## config.mk

```make
export PLATFORM = sky130hd
export DESIGN_NAME = hmp_mode_ctrl
export DESIGN_NICKNAME = d
export VERILOG_FILES = /design/src/hdl/hmp_pkg.sv /design/src/hdl/hmp_sync.sv /design/src/hdl/hmp_sense_timer.sv /design/src/hdl/hmp_mode_ctrl.sv
export SDC_FILE = /design/constraint.sdc
export NUM_CORES = 1
export LEC_CHECK = 0
export ABC_AREA = 1
export BUFFER_PORTS_ARGS = -buffer_cell sky130_fd_sc_hd__buf_2
export CORE_MARGIN = 2
export CORE_UTILIZATION = 40
export CTS_BUF_LIST = sky130_fd_sc_hd__clkbuf_4
export DETAILED_ROUTE_END_ITERATION = 8
export GPL_ROUTABILITY_DRIVEN = 0
export PLACE_DENSITY_LB_ADDON = 0.12
export SLEW_MARGIN = 0
export SYNTH_ARGS = -nofsm -noshare
export SYNTH_HDL_FRONTEND = slang
export SYNTH_HIERARCHICAL = 1
export SYNTH_SLANG_ARGS = --single-unit
```

## constraint.sdc

```tcl
create_clock -name clk_sys -period 1.94 [get_ports clk_sys]
set_input_delay 0.388 -clock clk_sys [delete_from_list [all_inputs] [get_ports clk_sys]]
set_output_delay 0.388 -clock clk_sys [all_outputs]
set_load 0.05 [all_outputs]
```

## src/hdl/hmp_pkg.sv

```systemverilog
// shared constants and types of the haptic mode and process control block
package hmp_pkg;
    // ****************************************
    // register map
    // ****************************************
    localparam logic [7:0] ADDR_MODE = 8'h01;
    localparam logic [7:0] ADDR_FIRE = 8'h0C;
    localparam logic [7:0] ADDR_NOMINAL = 8'h16;
    localparam logic [7:0] ADDR_OVERDRIVE = 8'h17;
    localparam int RST_BIT = 7;
    localparam int STBY_BIT = 6;
    localparam int MODE_MSB = 2;
    localparam int MODE_LSB = 0;
    localparam int FIRE_BIT = 0;
    localparam logic STBY_RST_VAL = 1'b1;
    localparam logic [7:0] NOMINAL_RST_VAL = 8'h3F;
    localparam logic [7:0] OVERDRIVE_RST_VAL = 8'h89;
    localparam logic [7:0] RDATA_ZERO = 8'h00;

    typedef enum logic [2:0] {
        MODE_INT_TRIG = 3'h0,
        MODE_EDGE_TRIG = 3'h1,
        MODE_LEVEL_TRIG = 3'h2,
        MODE_ANALOG_PWM = 3'h3,
        MODE_AUDIO_VIBE = 3'h4,
        MODE_REALTIME = 3'h5,
        MODE_DIAG = 3'h6,
        MODE_CAL = 3'h7
    } hmp_mode_t;

    // ****************************************
    // back-emf timing, one code step each
    // ****************************************
    localparam int CLK_PERIOD_NS = 10;
    localparam int HALF_UNIT_NS = 100000;
    localparam int DISS_UNIT_NS = 25000;
    localparam int BLANK_UNIT_NS = 5000;
    localparam int HALF_UNIT_CYC = (HALF_UNIT_NS + CLK_PERIOD_NS - 1) / CLK_PERIOD_NS;
    localparam int DISS_UNIT_CYC = (DISS_UNIT_NS + CLK_PERIOD_NS - 1) / CLK_PERIOD_NS;
    localparam int BLANK_UNIT_CYC = (BLANK_UNIT_NS + CLK_PERIOD_NS - 1) / CLK_PERIOD_NS;
    localparam int SENSE_CNT_W = 20;

    typedef enum logic [3:0] {
        ST_DRIVE = 4'b0001,
        ST_DISS = 4'b0010,
        ST_BLANK = 4'b0100,
        ST_CONV = 4'b1000
    } hmp_sense_st_t;
endpackage

```

## src/hdl/hmp_sync.sv

```systemverilog
// three-stage input synchroniser with agreement filter
`timescale 1ns/1ns
`default_nettype none
module hmp_sync (
    input wire logic clk_sys,
    input wire logic reset_n,
    input wire logic async_in,
    output logic sync_out
);
    logic s1_ff;
    logic s2_ff;
    logic s3_ff;
    logic out_ff;
    logic nxt_out;

    // first stage feeds only the second one
    always_comb
    begin
        nxt_out = (s2_ff == s3_ff) ? s2_ff : out_ff;
    end

    always_ff @(posedge clk_sys or negedge reset_n)
    begin
        if (!reset_n)
        begin
            s1_ff <= 1'b0;
            s2_ff <= 1'b0;
            s3_ff <= 1'b0;
            out_ff <= 1'b0;
        end
        else
        begin
            s1_ff <= async_in;
            s2_ff <= s1_ff;
            s3_ff <= s2_ff;
            out_ff <= nxt_out;
        end
    end

    assign sync_out = out_ff;
endmodule
`default_nettype wire

```

## src/hdl/hmp_sense_timer.sv

```systemverilog
// drive, dissipation, blanking and conversion sequencer of the output stage
`timescale 1ns/1ns
`default_nettype none
module hmp_sense_timer
    import hmp_pkg::*;
#(
    parameter int HALF_CYC = hmp_pkg::HALF_UNIT_CYC,
    parameter int CNT_W = hmp_pkg::SENSE_CNT_W
) (
    input wire logic clk_sys,
    input wire logic reset_n,
    input wire logic run,
    input wire logic lra_open,
    input wire logic is_lra,
    input wire logic [4:0] half_period,
    input wire logic [1:0] diss_time,
    input wire logic [1:0] blank_time,
    output logic out_p,
    output logic out_n,
    output logic out_hiz,
    output logic adc_start
);
    hmp_sense_st_t st_ff, nxt_st;
    logic [CNT_W-1:0] cnt_ff, nxt_cnt, drive_load, diss_load, blank_load;
    logic pol_ff, nxt_pol, p_ff, n_ff, hiz_ff, adc_ff;
    logic nxt_p, nxt_n, nxt_hiz, nxt_adc;

    // code 0 still gives one unit, so no phase is ever empty
    assign drive_load = CNT_W'((int'(half_period) + 1) * HALF_CYC - 1);
    assign diss_load = CNT_W'((int'(diss_time) + 1) * DISS_UNIT_CYC - 1);
    assign blank_load = CNT_W'((int'(blank_time) + 1) * BLANK_UNIT_CYC - 1);

    always_comb
    begin
        nxt_st = st_ff;
        nxt_cnt = cnt_ff - CNT_W'(1);
        nxt_pol = pol_ff;
        nxt_adc = 1'b0;
        if (!run)
        begin
            nxt_st = ST_DRIVE;
            nxt_cnt = drive_load;
            nxt_pol = 1'b1;
        end
        else
        begin
            unique case (st_ff)
                ST_DRIVE:
                    if (cnt_ff == '0)
                    begin
                        if (lra_open)
                        begin
                            nxt_pol = ~pol_ff;
                            nxt_cnt = drive_load;
                        end
                        else
                        begin
                            nxt_st = ST_DISS;
                            nxt_cnt = diss_load;
                        end
                    end
                ST_DISS:
                    if (cnt_ff == '0)
                    begin
                        nxt_st = ST_BLANK;
                        nxt_cnt = blank_load;
                    end
                ST_BLANK:
                    if (cnt_ff == '0)
                    begin
                        nxt_st = ST_CONV;
                        nxt_adc = 1'b1;
                    end
                ST_CONV:
                begin
                    nxt_st = ST_DRIVE;
                    nxt_cnt = drive_load;
                    nxt_pol = is_lra ? ~pol_ff : pol_ff;
                end
            endcase
        end
        // dissipation drives both legs low so coil current decays
        nxt_p = run && (nxt_st == ST_DRIVE) && nxt_pol;
        nxt_n = run && (nxt_st == ST_DRIVE) && !nxt_pol;
        nxt_hiz = run && ((nxt_st == ST_BLANK) || (nxt_st == ST_CONV));
    end

    always_ff @(posedge clk_sys or negedge reset_n)
    begin
        if (!reset_n)
        begin
            st_ff <= ST_DRIVE;
            cnt_ff <= '0;
            pol_ff <= 1'b1;
            p_ff <= 1'b0;
            n_ff <= 1'b0;
            hiz_ff <= 1'b0;
            adc_ff <= 1'b0;
        end
        else
        begin
            st_ff <= nxt_st;
            cnt_ff <= nxt_cnt;
            pol_ff <= nxt_pol;
            p_ff <= nxt_p;
            n_ff <= nxt_n;
            hiz_ff <= nxt_hiz;
            adc_ff <= nxt_adc;
        end
    end

    assign out_p = p_ff;
    assign out_n = n_ff;
    assign out_hiz = hiz_ff;
    assign adc_start = adc_ff;
endmodule
`default_nettype wire

```

## src/hdl/hmp_mode_ctrl.sv

```systemverilog
// mode, reset, fire and short handling of the haptic driver
`timescale 1ns/1ns
`default_nettype none
// Functional notes
// - reset bit acts as power cycle, stops playback, restores defaults, then self-clears.
// - processes start only on the internal fire signal, not the fire bit.
// - short present before playback blocks it until the mode field changes.
// - mode field decodes to the eight trigger, input, diagnostic and calibration modes.
// - fire plays the sequencer list, or starts calibration or diagnostics.
// - internal mode: writing one sets fire bit, cleared when sequence finishes.
// - host clearing the fire bit cancels the remaining sequence at once.
// - external trigger modes: readable fire bit shows the trigger state.
// - realtime, pwm and audio modes assert fire signal, fire bit untouched.
// - open-loop linear actuator toggles outputs at the programmed half period.
// - shorted regulator pin shuts down; restart in defaults after removal.
// - output short during a process sets overcurrent flag until removed.
// - output shorts are only checked while a process runs or tries to launch; regulator shorts always.
// - half period is the initial estimate for the resonance tracker.
// - rotating mass: half period sets the back-emf sampling interval.
// - current decays for dissipation time before outputs go high impedance.
// - settle blank time elapses before back-emf conversion starts.
// - closed loop uses nominal drive level as steady-state amplitude.
// - open loop ignores nominal level and uses overdrive limit.
// - overdrive limit bounds peak and wins over a higher nominal level.
// - linear actuator peak output scales with the overdrive limit code.
// - edge mode: rising edge sets fire bit, another rising edge clears it.
// - level mode: fire bit follows the trigger pin.
// - standby bit stops any waveform at once and keeps registers, except the fire bit, which it holds cleared.
module hmp_mode_ctrl
    import hmp_pkg::*;
#(
    parameter int HALF_UNIT_CYC = hmp_pkg::HALF_UNIT_CYC
) (
    input wire logic clk_sys,
    input wire logic reset_n,
    input wire logic reg_wr_en,
    input wire logic reg_rd_en,
    input wire logic [7:0] reg_addr,
    input wire logic [7:0] reg_wdata,
    output logic [7:0] reg_rdata,
    input wire logic trigger_input_pin,
    input wire logic regulator_pin_short,
    input wire logic output_short_sense,
    input wire logic pwm_not_analog_select,
    input wire logic actuator_is_lra,
    input wire logic open_loop_select,
    input wire logic [4:0] drive_half_period,
    input wire logic [1:0] dissipation_time,
    input wire logic [1:0] settle_blank_time,
    input wire logic sequence_done,
    output logic fire_signal,
    output logic process_start,
    output hmp_pkg::hmp_mode_t active_mode,
    output logic pwm_input_active,
    output logic analog_input_active,
    output logic standby_active,
    output logic device_shutdown,
    output logic overcurrent_flag,
    output logic current_cut,
    output logic [7:0] drive_amplitude,
    output logic [7:0] peak_limit,
    output logic drive_out_p,
    output logic drive_out_n,
    output logic output_hiz,
    output logic adc_start
);
    import hmp_pkg::*;

    // ****************************************
    // input synchronisers
    // ****************************************
    logic trig_s;
    logic reg_short_s;
    logic out_short_s;

    hmp_sync u_sync_trig (
        .clk_sys(clk_sys),
        .reset_n(reset_n),
        .async_in(trigger_input_pin),
        .sync_out(trig_s)
    );

    hmp_sync u_sync_reg (
        .clk_sys(clk_sys),
        .reset_n(reset_n),
        .async_in(regulator_pin_short),
        .sync_out(reg_short_s)
    );

    hmp_sync u_sync_out (
        .clk_sys(clk_sys),
        .reset_n(reset_n),
        .async_in(output_short_sense),
        .sync_out(out_short_s)
    );

    // ****************************************
    // control registers
    // ****************************************
    hmp_mode_t mode_ff, nxt_mode;
    logic standby_ff, nxt_standby;
    logic full_reset_ff, nxt_full_reset;
    logic fire_bit_ff, nxt_fire_bit;
    logic trig_prev_ff, nxt_trig_prev;
    logic [7:0] nominal_ff, nxt_nominal;
    logic [7:0] overdrive_ff, nxt_overdrive;
    logic soft_rst;
    logic wr_mode;
    logic wr_fire;
    logic mode_changed;
    logic trig_rise;
    logic cont_mode;

    // a shorted regulator holds the whole register set at its defaults
    assign soft_rst = full_reset_ff || reg_short_s;
    assign wr_mode = reg_wr_en && (reg_addr == ADDR_MODE);
    assign wr_fire = reg_wr_en && (reg_addr == ADDR_FIRE);
    assign mode_changed = wr_mode
        && (hmp_mode_t'(reg_wdata[MODE_MSB:MODE_LSB]) != mode_ff);
    assign trig_rise = trig_s && !trig_prev_ff;
    assign cont_mode = (mode_ff == MODE_ANALOG_PWM)
        || (mode_ff == MODE_AUDIO_VIBE)
        || (mode_ff == MODE_REALTIME);

    always_comb
    begin
        nxt_mode = mode_ff;
        nxt_standby = standby_ff;
        nxt_full_reset = 1'b0;
        nxt_fire_bit = fire_bit_ff;
        nxt_trig_prev = trig_s;
        nxt_nominal = nominal_ff;
        nxt_overdrive = overdrive_ff;
        if (soft_rst)
        begin
            nxt_mode = MODE_INT_TRIG;
            nxt_standby = STBY_RST_VAL;
            nxt_fire_bit = 1'b0;
            nxt_nominal = NOMINAL_RST_VAL;
            nxt_overdrive = OVERDRIVE_RST_VAL;
        end
        else
        begin
            if (wr_mode)
            begin
                nxt_mode = hmp_mode_t'(reg_wdata[MODE_MSB:MODE_LSB]);
                nxt_standby = reg_wdata[STBY_BIT];
                nxt_full_reset = reg_wdata[RST_BIT];
            end
            if (reg_wr_en && (reg_addr == ADDR_NOMINAL))
            begin
                nxt_nominal = reg_wdata;
            end
            if (reg_wr_en && (reg_addr == ADDR_OVERDRIVE))
            begin
                nxt_overdrive = reg_wdata;
            end
            if (standby_ff)
            begin
                nxt_fire_bit = 1'b0;
            end
            else if (mode_ff == MODE_LEVEL_TRIG)
            begin
                nxt_fire_bit = trig_s;
            end
            else
            begin
                // completion clears first so a write or edge in the same cycle wins
                if (sequence_done)
                begin
                    nxt_fire_bit = 1'b0;
                end
                if (wr_fire)
                begin
                    nxt_fire_bit = reg_wdata[FIRE_BIT];
                end
                if ((mode_ff == MODE_EDGE_TRIG) && trig_rise)
                begin
                    nxt_fire_bit = !fire_bit_ff;
                end
            end
        end
    end

    always_ff @(posedge clk_sys or negedge reset_n)
    begin
        if (!reset_n)
        begin
            mode_ff <= MODE_INT_TRIG;
            standby_ff <= STBY_RST_VAL;
            full_reset_ff <= 1'b0;
            fire_bit_ff <= 1'b0;
            trig_prev_ff <= 1'b0;
            nominal_ff <= NOMINAL_RST_VAL;
            overdrive_ff <= OVERDRIVE_RST_VAL;
        end
        else
        begin
            mode_ff <= nxt_mode;
            standby_ff <= nxt_standby;
            full_reset_ff <= nxt_full_reset;
            fire_bit_ff <= nxt_fire_bit;
            trig_prev_ff <= nxt_trig_prev;
            nominal_ff <= nxt_nominal;
            overdrive_ff <= nxt_overdrive;
        end
    end

    // ****************************************
    // fire signal, shorts and drive levels
    // ****************************************
    logic fire_sig_ff, nxt_fire_sig;
    logic start_ff, nxt_start;
    logic block_ff, nxt_block;
    logic oc_ff, nxt_oc;
    logic cut_ff;
    logic shut_ff;
    hmp_mode_t amode_ff;
    logic pwm_ff, nxt_pwm;
    logic analog_ff, nxt_analog;
    logic [7:0] amp_ff, nxt_amp;
    logic [7:0] peak_ff;
    logic fire_raw;

    assign fire_raw = (fire_bit_ff || cont_mode) && !standby_ff && !soft_rst;

    always_comb
    begin
        nxt_block = block_ff;
        if (mode_changed || soft_rst)
        begin
            nxt_block = 1'b0;
        end
        // a short found at launch wins over a mode write in the same cycle
        if (fire_raw && !fire_sig_ff && out_short_s)
        begin
            nxt_block = 1'b1;
        end
        nxt_fire_sig = fire_raw && !nxt_block;
        nxt_start = nxt_fire_sig && !fire_sig_ff;
        // checked only while a process runs or tries to launch
        nxt_oc = out_short_s && (oc_ff || fire_sig_ff || (fire_raw && nxt_block));
        nxt_pwm = (mode_ff == MODE_ANALOG_PWM) && pwm_not_analog_select;
        nxt_analog = (mode_ff == MODE_ANALOG_PWM) && !pwm_not_analog_select;
        if (open_loop_select)
        begin
            nxt_amp = overdrive_ff;
        end
        else if (nominal_ff > overdrive_ff)
        begin
            nxt_amp = overdrive_ff;
        end
        else
        begin
            nxt_amp = nominal_ff;
        end
    end

    always_ff @(posedge clk_sys or negedge reset_n)
    begin
        if (!reset_n)
        begin
            fire_sig_ff <= 1'b0;
            start_ff <= 1'b0;
            block_ff <= 1'b0;
            oc_ff <= 1'b0;
            cut_ff <= 1'b0;
            shut_ff <= 1'b0;
            amode_ff <= MODE_INT_TRIG;
            pwm_ff <= 1'b0;
            analog_ff <= 1'b0;
            amp_ff <= NOMINAL_RST_VAL;
            peak_ff <= OVERDRIVE_RST_VAL;
        end
        else
        begin
            fire_sig_ff <= nxt_fire_sig;
            start_ff <= nxt_start;
            block_ff <= nxt_block;
            oc_ff <= nxt_oc;
            cut_ff <= nxt_oc;
            shut_ff <= reg_short_s;
            amode_ff <= mode_ff;
            pwm_ff <= nxt_pwm;
            analog_ff <= nxt_analog;
            amp_ff <= nxt_amp;
            peak_ff <= overdrive_ff;
        end
    end

    // ****************************************
    // register read port
    // ****************************************
    logic [7:0] rdata_ff, nxt_rdata;

    always_comb
    begin
        nxt_rdata = rdata_ff;
        if (reg_rd_en)
        begin
            nxt_rdata = RDATA_ZERO;
            unique case (reg_addr)
                ADDR_MODE:
                begin
                    nxt_rdata[RST_BIT] = full_reset_ff;
                    nxt_rdata[STBY_BIT] = standby_ff;
                    nxt_rdata[MODE_MSB:MODE_LSB] = mode_ff;
                end
                ADDR_FIRE: nxt_rdata[FIRE_BIT] = fire_bit_ff;
                ADDR_NOMINAL: nxt_rdata = nominal_ff;
                ADDR_OVERDRIVE: nxt_rdata = overdrive_ff;
                default: nxt_rdata = RDATA_ZERO;
            endcase
        end
    end

    always_ff @(posedge clk_sys or negedge reset_n)
    begin
        if (!reset_n)
        begin
            rdata_ff <= RDATA_ZERO;
        end
        else
        begin
            rdata_ff <= nxt_rdata;
        end
    end

    // ****************************************
    // output stage sequencer
    // ****************************************
    hmp_sense_timer #(
        .HALF_CYC(HALF_UNIT_CYC),
        .CNT_W(SENSE_CNT_W)
    ) u_sense (
        .clk_sys(clk_sys),
        .reset_n(reset_n),
        .run(fire_sig_ff && !oc_ff),
        .lra_open(actuator_is_lra && open_loop_select),
        .is_lra(actuator_is_lra),
        .half_period(drive_half_period),
        .diss_time(dissipation_time),
        .blank_time(settle_blank_time),
        .out_p(drive_out_p),
        .out_n(drive_out_n),
        .out_hiz(output_hiz),
        .adc_start(adc_start)
    );

    assign reg_rdata = rdata_ff;
    assign fire_signal = fire_sig_ff;
    assign process_start = start_ff;
    assign active_mode = amode_ff;
    assign pwm_input_active = pwm_ff;
    assign analog_input_active = analog_ff;
    assign standby_active = standby_ff;
    assign device_shutdown = shut_ff;
    assign overcurrent_flag = oc_ff;
    assign current_cut = cut_ff;
    assign drive_amplitude = amp_ff;
    assign peak_limit = peak_ff;
endmodule
`default_nettype wire

```

==> metrics.csv <==
metric,value,unit
firstDrtPassIters,5,
p_leak,5.09,nW
min_period,3270,ps
endpoint_kind,register,
critPathLaunchType,input pin,
hold_viol,0,
wl_per_cell,14.4,um
critPathKind,in2reg,
setup_tns,-11870,ps
hpwl,15600,um
violations,negative setup slack,
synth_nets,1037,
hold_ws,44.1,ps
start_util,40.7,%
max_clock_freq,306,MHz
dp_cells,1368,
grt_max_degree,39,
cp_data_arrival_time,3650,ps
hold_path.class,in2reg,
grt_pass1_vias,6928,
core_area,0.0179,mm2
final.setup.worst_slack,-1330,ps
ir_drop,0.362,mV
worst_path_max_delay_cell,fa_2,
slew_violations,0,
fp.dieArea,0.0193,mm2
wirelength,20400,um
tightest_slew,569,ps
critPathTopFamily,adder cells,
ys_warn_count,6,
maxCapViolations,0,
post-route-period-util,168,%
grt_pass1_wl,33800,um
cts_max_path_buffers,2,
fin_cells,1417,
die_h,139,um
cp_slowest_stage_delay,520,ps
powerDensity,671,mW/mm2
fin_nets,1276,
startpoint,drive_half_period[0],
overflow,0,
crit_path_max_fanout,4,
setup_viol,18,
cts_made_buffers,9,
worstPathRequired,2330,ps
clkSlewWorstSetupHoldPaths,150,ps
pre_cts_slack,-1900,ps
ys_seq_area_share,34.0,%
ant_nets,0,
status,"complete, but fails checks",
rsz0062_at_grt,yes,
drt-initial-drc-count,303,
root_buffer,clkbuf_4,
dr_total_vias,6855,
placedInstanceArea,0.00908,mm2
power,6.88,mW
cts.sinks,98,
final_area,0.0103,mm2
row_count,49,
io_buffers,74,
final_core_util,57.3,%
async_reset_ff_share,100,%
avgViaCountPerCell,4.84,
drc,0,
synth-edff-count,0,
synthCells,943,
slew-limit-headroom,62.1,%
die-width,139,um
htree_levels,3,
crit_top_cell,nand2_2,
cts_tree,built,
ios,75,
synth.avg_cell_area,7.72,um2
synth_flop_cell,dfrtp_1,
worst-path-buf-inv,5,
clk_latency,490,ps
grt_antenna_before_repair,1,
yosysUniqueCellTypes,61,
holdCritStartpoint,pwm_not_analog_select,
skew,20.2,ps
syn-cell-area,0.00728,mm2
layout-drive-gt1-share,42.2,%
r2r-start,u_sense/cnt_ff[1]$_DFF_PN0_,
ys_ff_latch,98,
area_growth,40.8,%
track_usage,21.4,%
==> flip-flops by register name (all words and copies together), names as in the netlist, 3 cells and up <==
signal and flops:
active_mode 3, mode_ff 3, peak_limit 8, drive_amplitude 8, nominal_ff 8, reg_rdata 8
u_sense/st_ff 4, u_sense/cnt_ff 20, overdrive_ff 8
==> worst register-to-register path, delay by kind of cell, from the launching register on <==
kind | cells | cell delay (ps)
AO/OA/AOI/OAI | 1 | 210
flip-flops | 1 | 420
adder cells (fa/ha/maj) | 1 | 170
buffers and inverters | 1 | 90
AND/OR/NAND/NOR | 12 | 1120
==> layout make-up <==
class / count / area [um2]
fill: 1685 / 7650
clock inverter: 5 / 72.6
multi-input combinational: 684 / 4980
inverter: 151 / 586
tap: 229 / 287
antenna: 1 / 2.50
sequential: 98 / 2480
timing repair buffer: 238 / 1760
clock buffer: 11 / 82.6
==> cell families (layout without fill, tap and decap cells) <==
kind of cell	Yosys count	after routing	share of synthesized area (%)
and+or+nand+nor	470	470	31.7
xor gates and xnor gates	37	37	4.76
other	0	1	0
DFF	98	98	34.0
adders and majority gates	58	58	10.7
buffers and inverters	161	405	8.80
AOI/OAI and AO/OA	119	119	10.0
==> cell usage after synthesis (8+ instances only) <==
master     n  area, um2
a21oi_1   29        145
dfrtp_1   77       1930
dfstp_2   21        552
ha_1      51        638
inv_1    131        492
inv_2     18       67.6
nand2_1  228        856
nand2_2   17        106
nand3_1   70        350
nand4_1    8       50.1
nor2_1    83        312
nor2_4    10        113
nor3_1    11       55.1
o21ai_0   29        145
o21ai_1   14       70.1
o22ai_1   11       68.8
xnor2_1   15        131
xor2_1    19        166
==> final timing paths <==
path,to,cells after the start,slack [ps]
min reg2reg,u_sync_trig/s2_ff$_DFF_PN0_,0,370
max,u_sense/cnt_ff[15]$_DFF_PN0_,25,-1330
min in group asynchronous,overdrive_ff[5]$_DFFE_PN0P_,2,360
min,analog_input_active$_DFF_PN0_,2,40
max reg2reg,u_sense/cnt_ff[18]$_DFF_PN0_,15,-160
max in group asynchronous,nominal_ff[1]$_DFFE_PN1P_,3,970
==> per-layer routing <==
metal	up-vias	part of all wire [%]	GRT usage [%]
li1	3503	-	-
met1	3196	47	29.5
met2	132	47	35.3
met3	24	4.0	3.28
met4	0	1.8	6.01
met5	-	0	0
==> cells in the final DEF (no fill, tap or decap), drive strengths merged, types with 3 or more instances in the layout <==
cell type / synthesis / final
nand2: 251 / 251
xnor2: 16 / 16
dfrtp: 77 / 77
nand3: 76 / 76
buf: 7 / 234
a21oi: 33 / 33
clkbuf: 3 / 11
dfstp: 21 / 21
o2111ai: 4 / 4
nand4: 8 / 8
ha: 51 / 51
nand3b: 4 / 4
nor2: 101 / 101
inv: 150 / 151
o211ai: 8 / 8
nor3b: 3 / 3
clkinv: 1 / 3
o22ai: 11 / 11
o21ai: 45 / 45
fa: 7 / 7
dlygate4sd3: 0 / 4
nor3: 20 / 20
xor2: 21 / 21
or2: 5 / 5
==> where the power goes <==
part	total [mW]	switching, mW	internal (mW)	leakage [nW]
Sequential	2.39	0.144	2.25	1.20
Clock	1.20	0.752	0.445	0.0848
Combinational	3.29	1.80	1.49	3.81
Total	6.88	2.70	4.18	5.09
==> repair_timing <==
| action | CTS | global route |
|---|---|---|
| hold buffers | 4 | 0 |
| pin swaps | 66 | 61 |
| buffers inserted | 22 | 15 |
| resized for setup | 80 | 99 |
| endpoints found under the hold margin | 29 | 0 |
| setup endpoints to repair | 23 | 33 |
No activity file was read; power rests on OpenSTA's default activity.
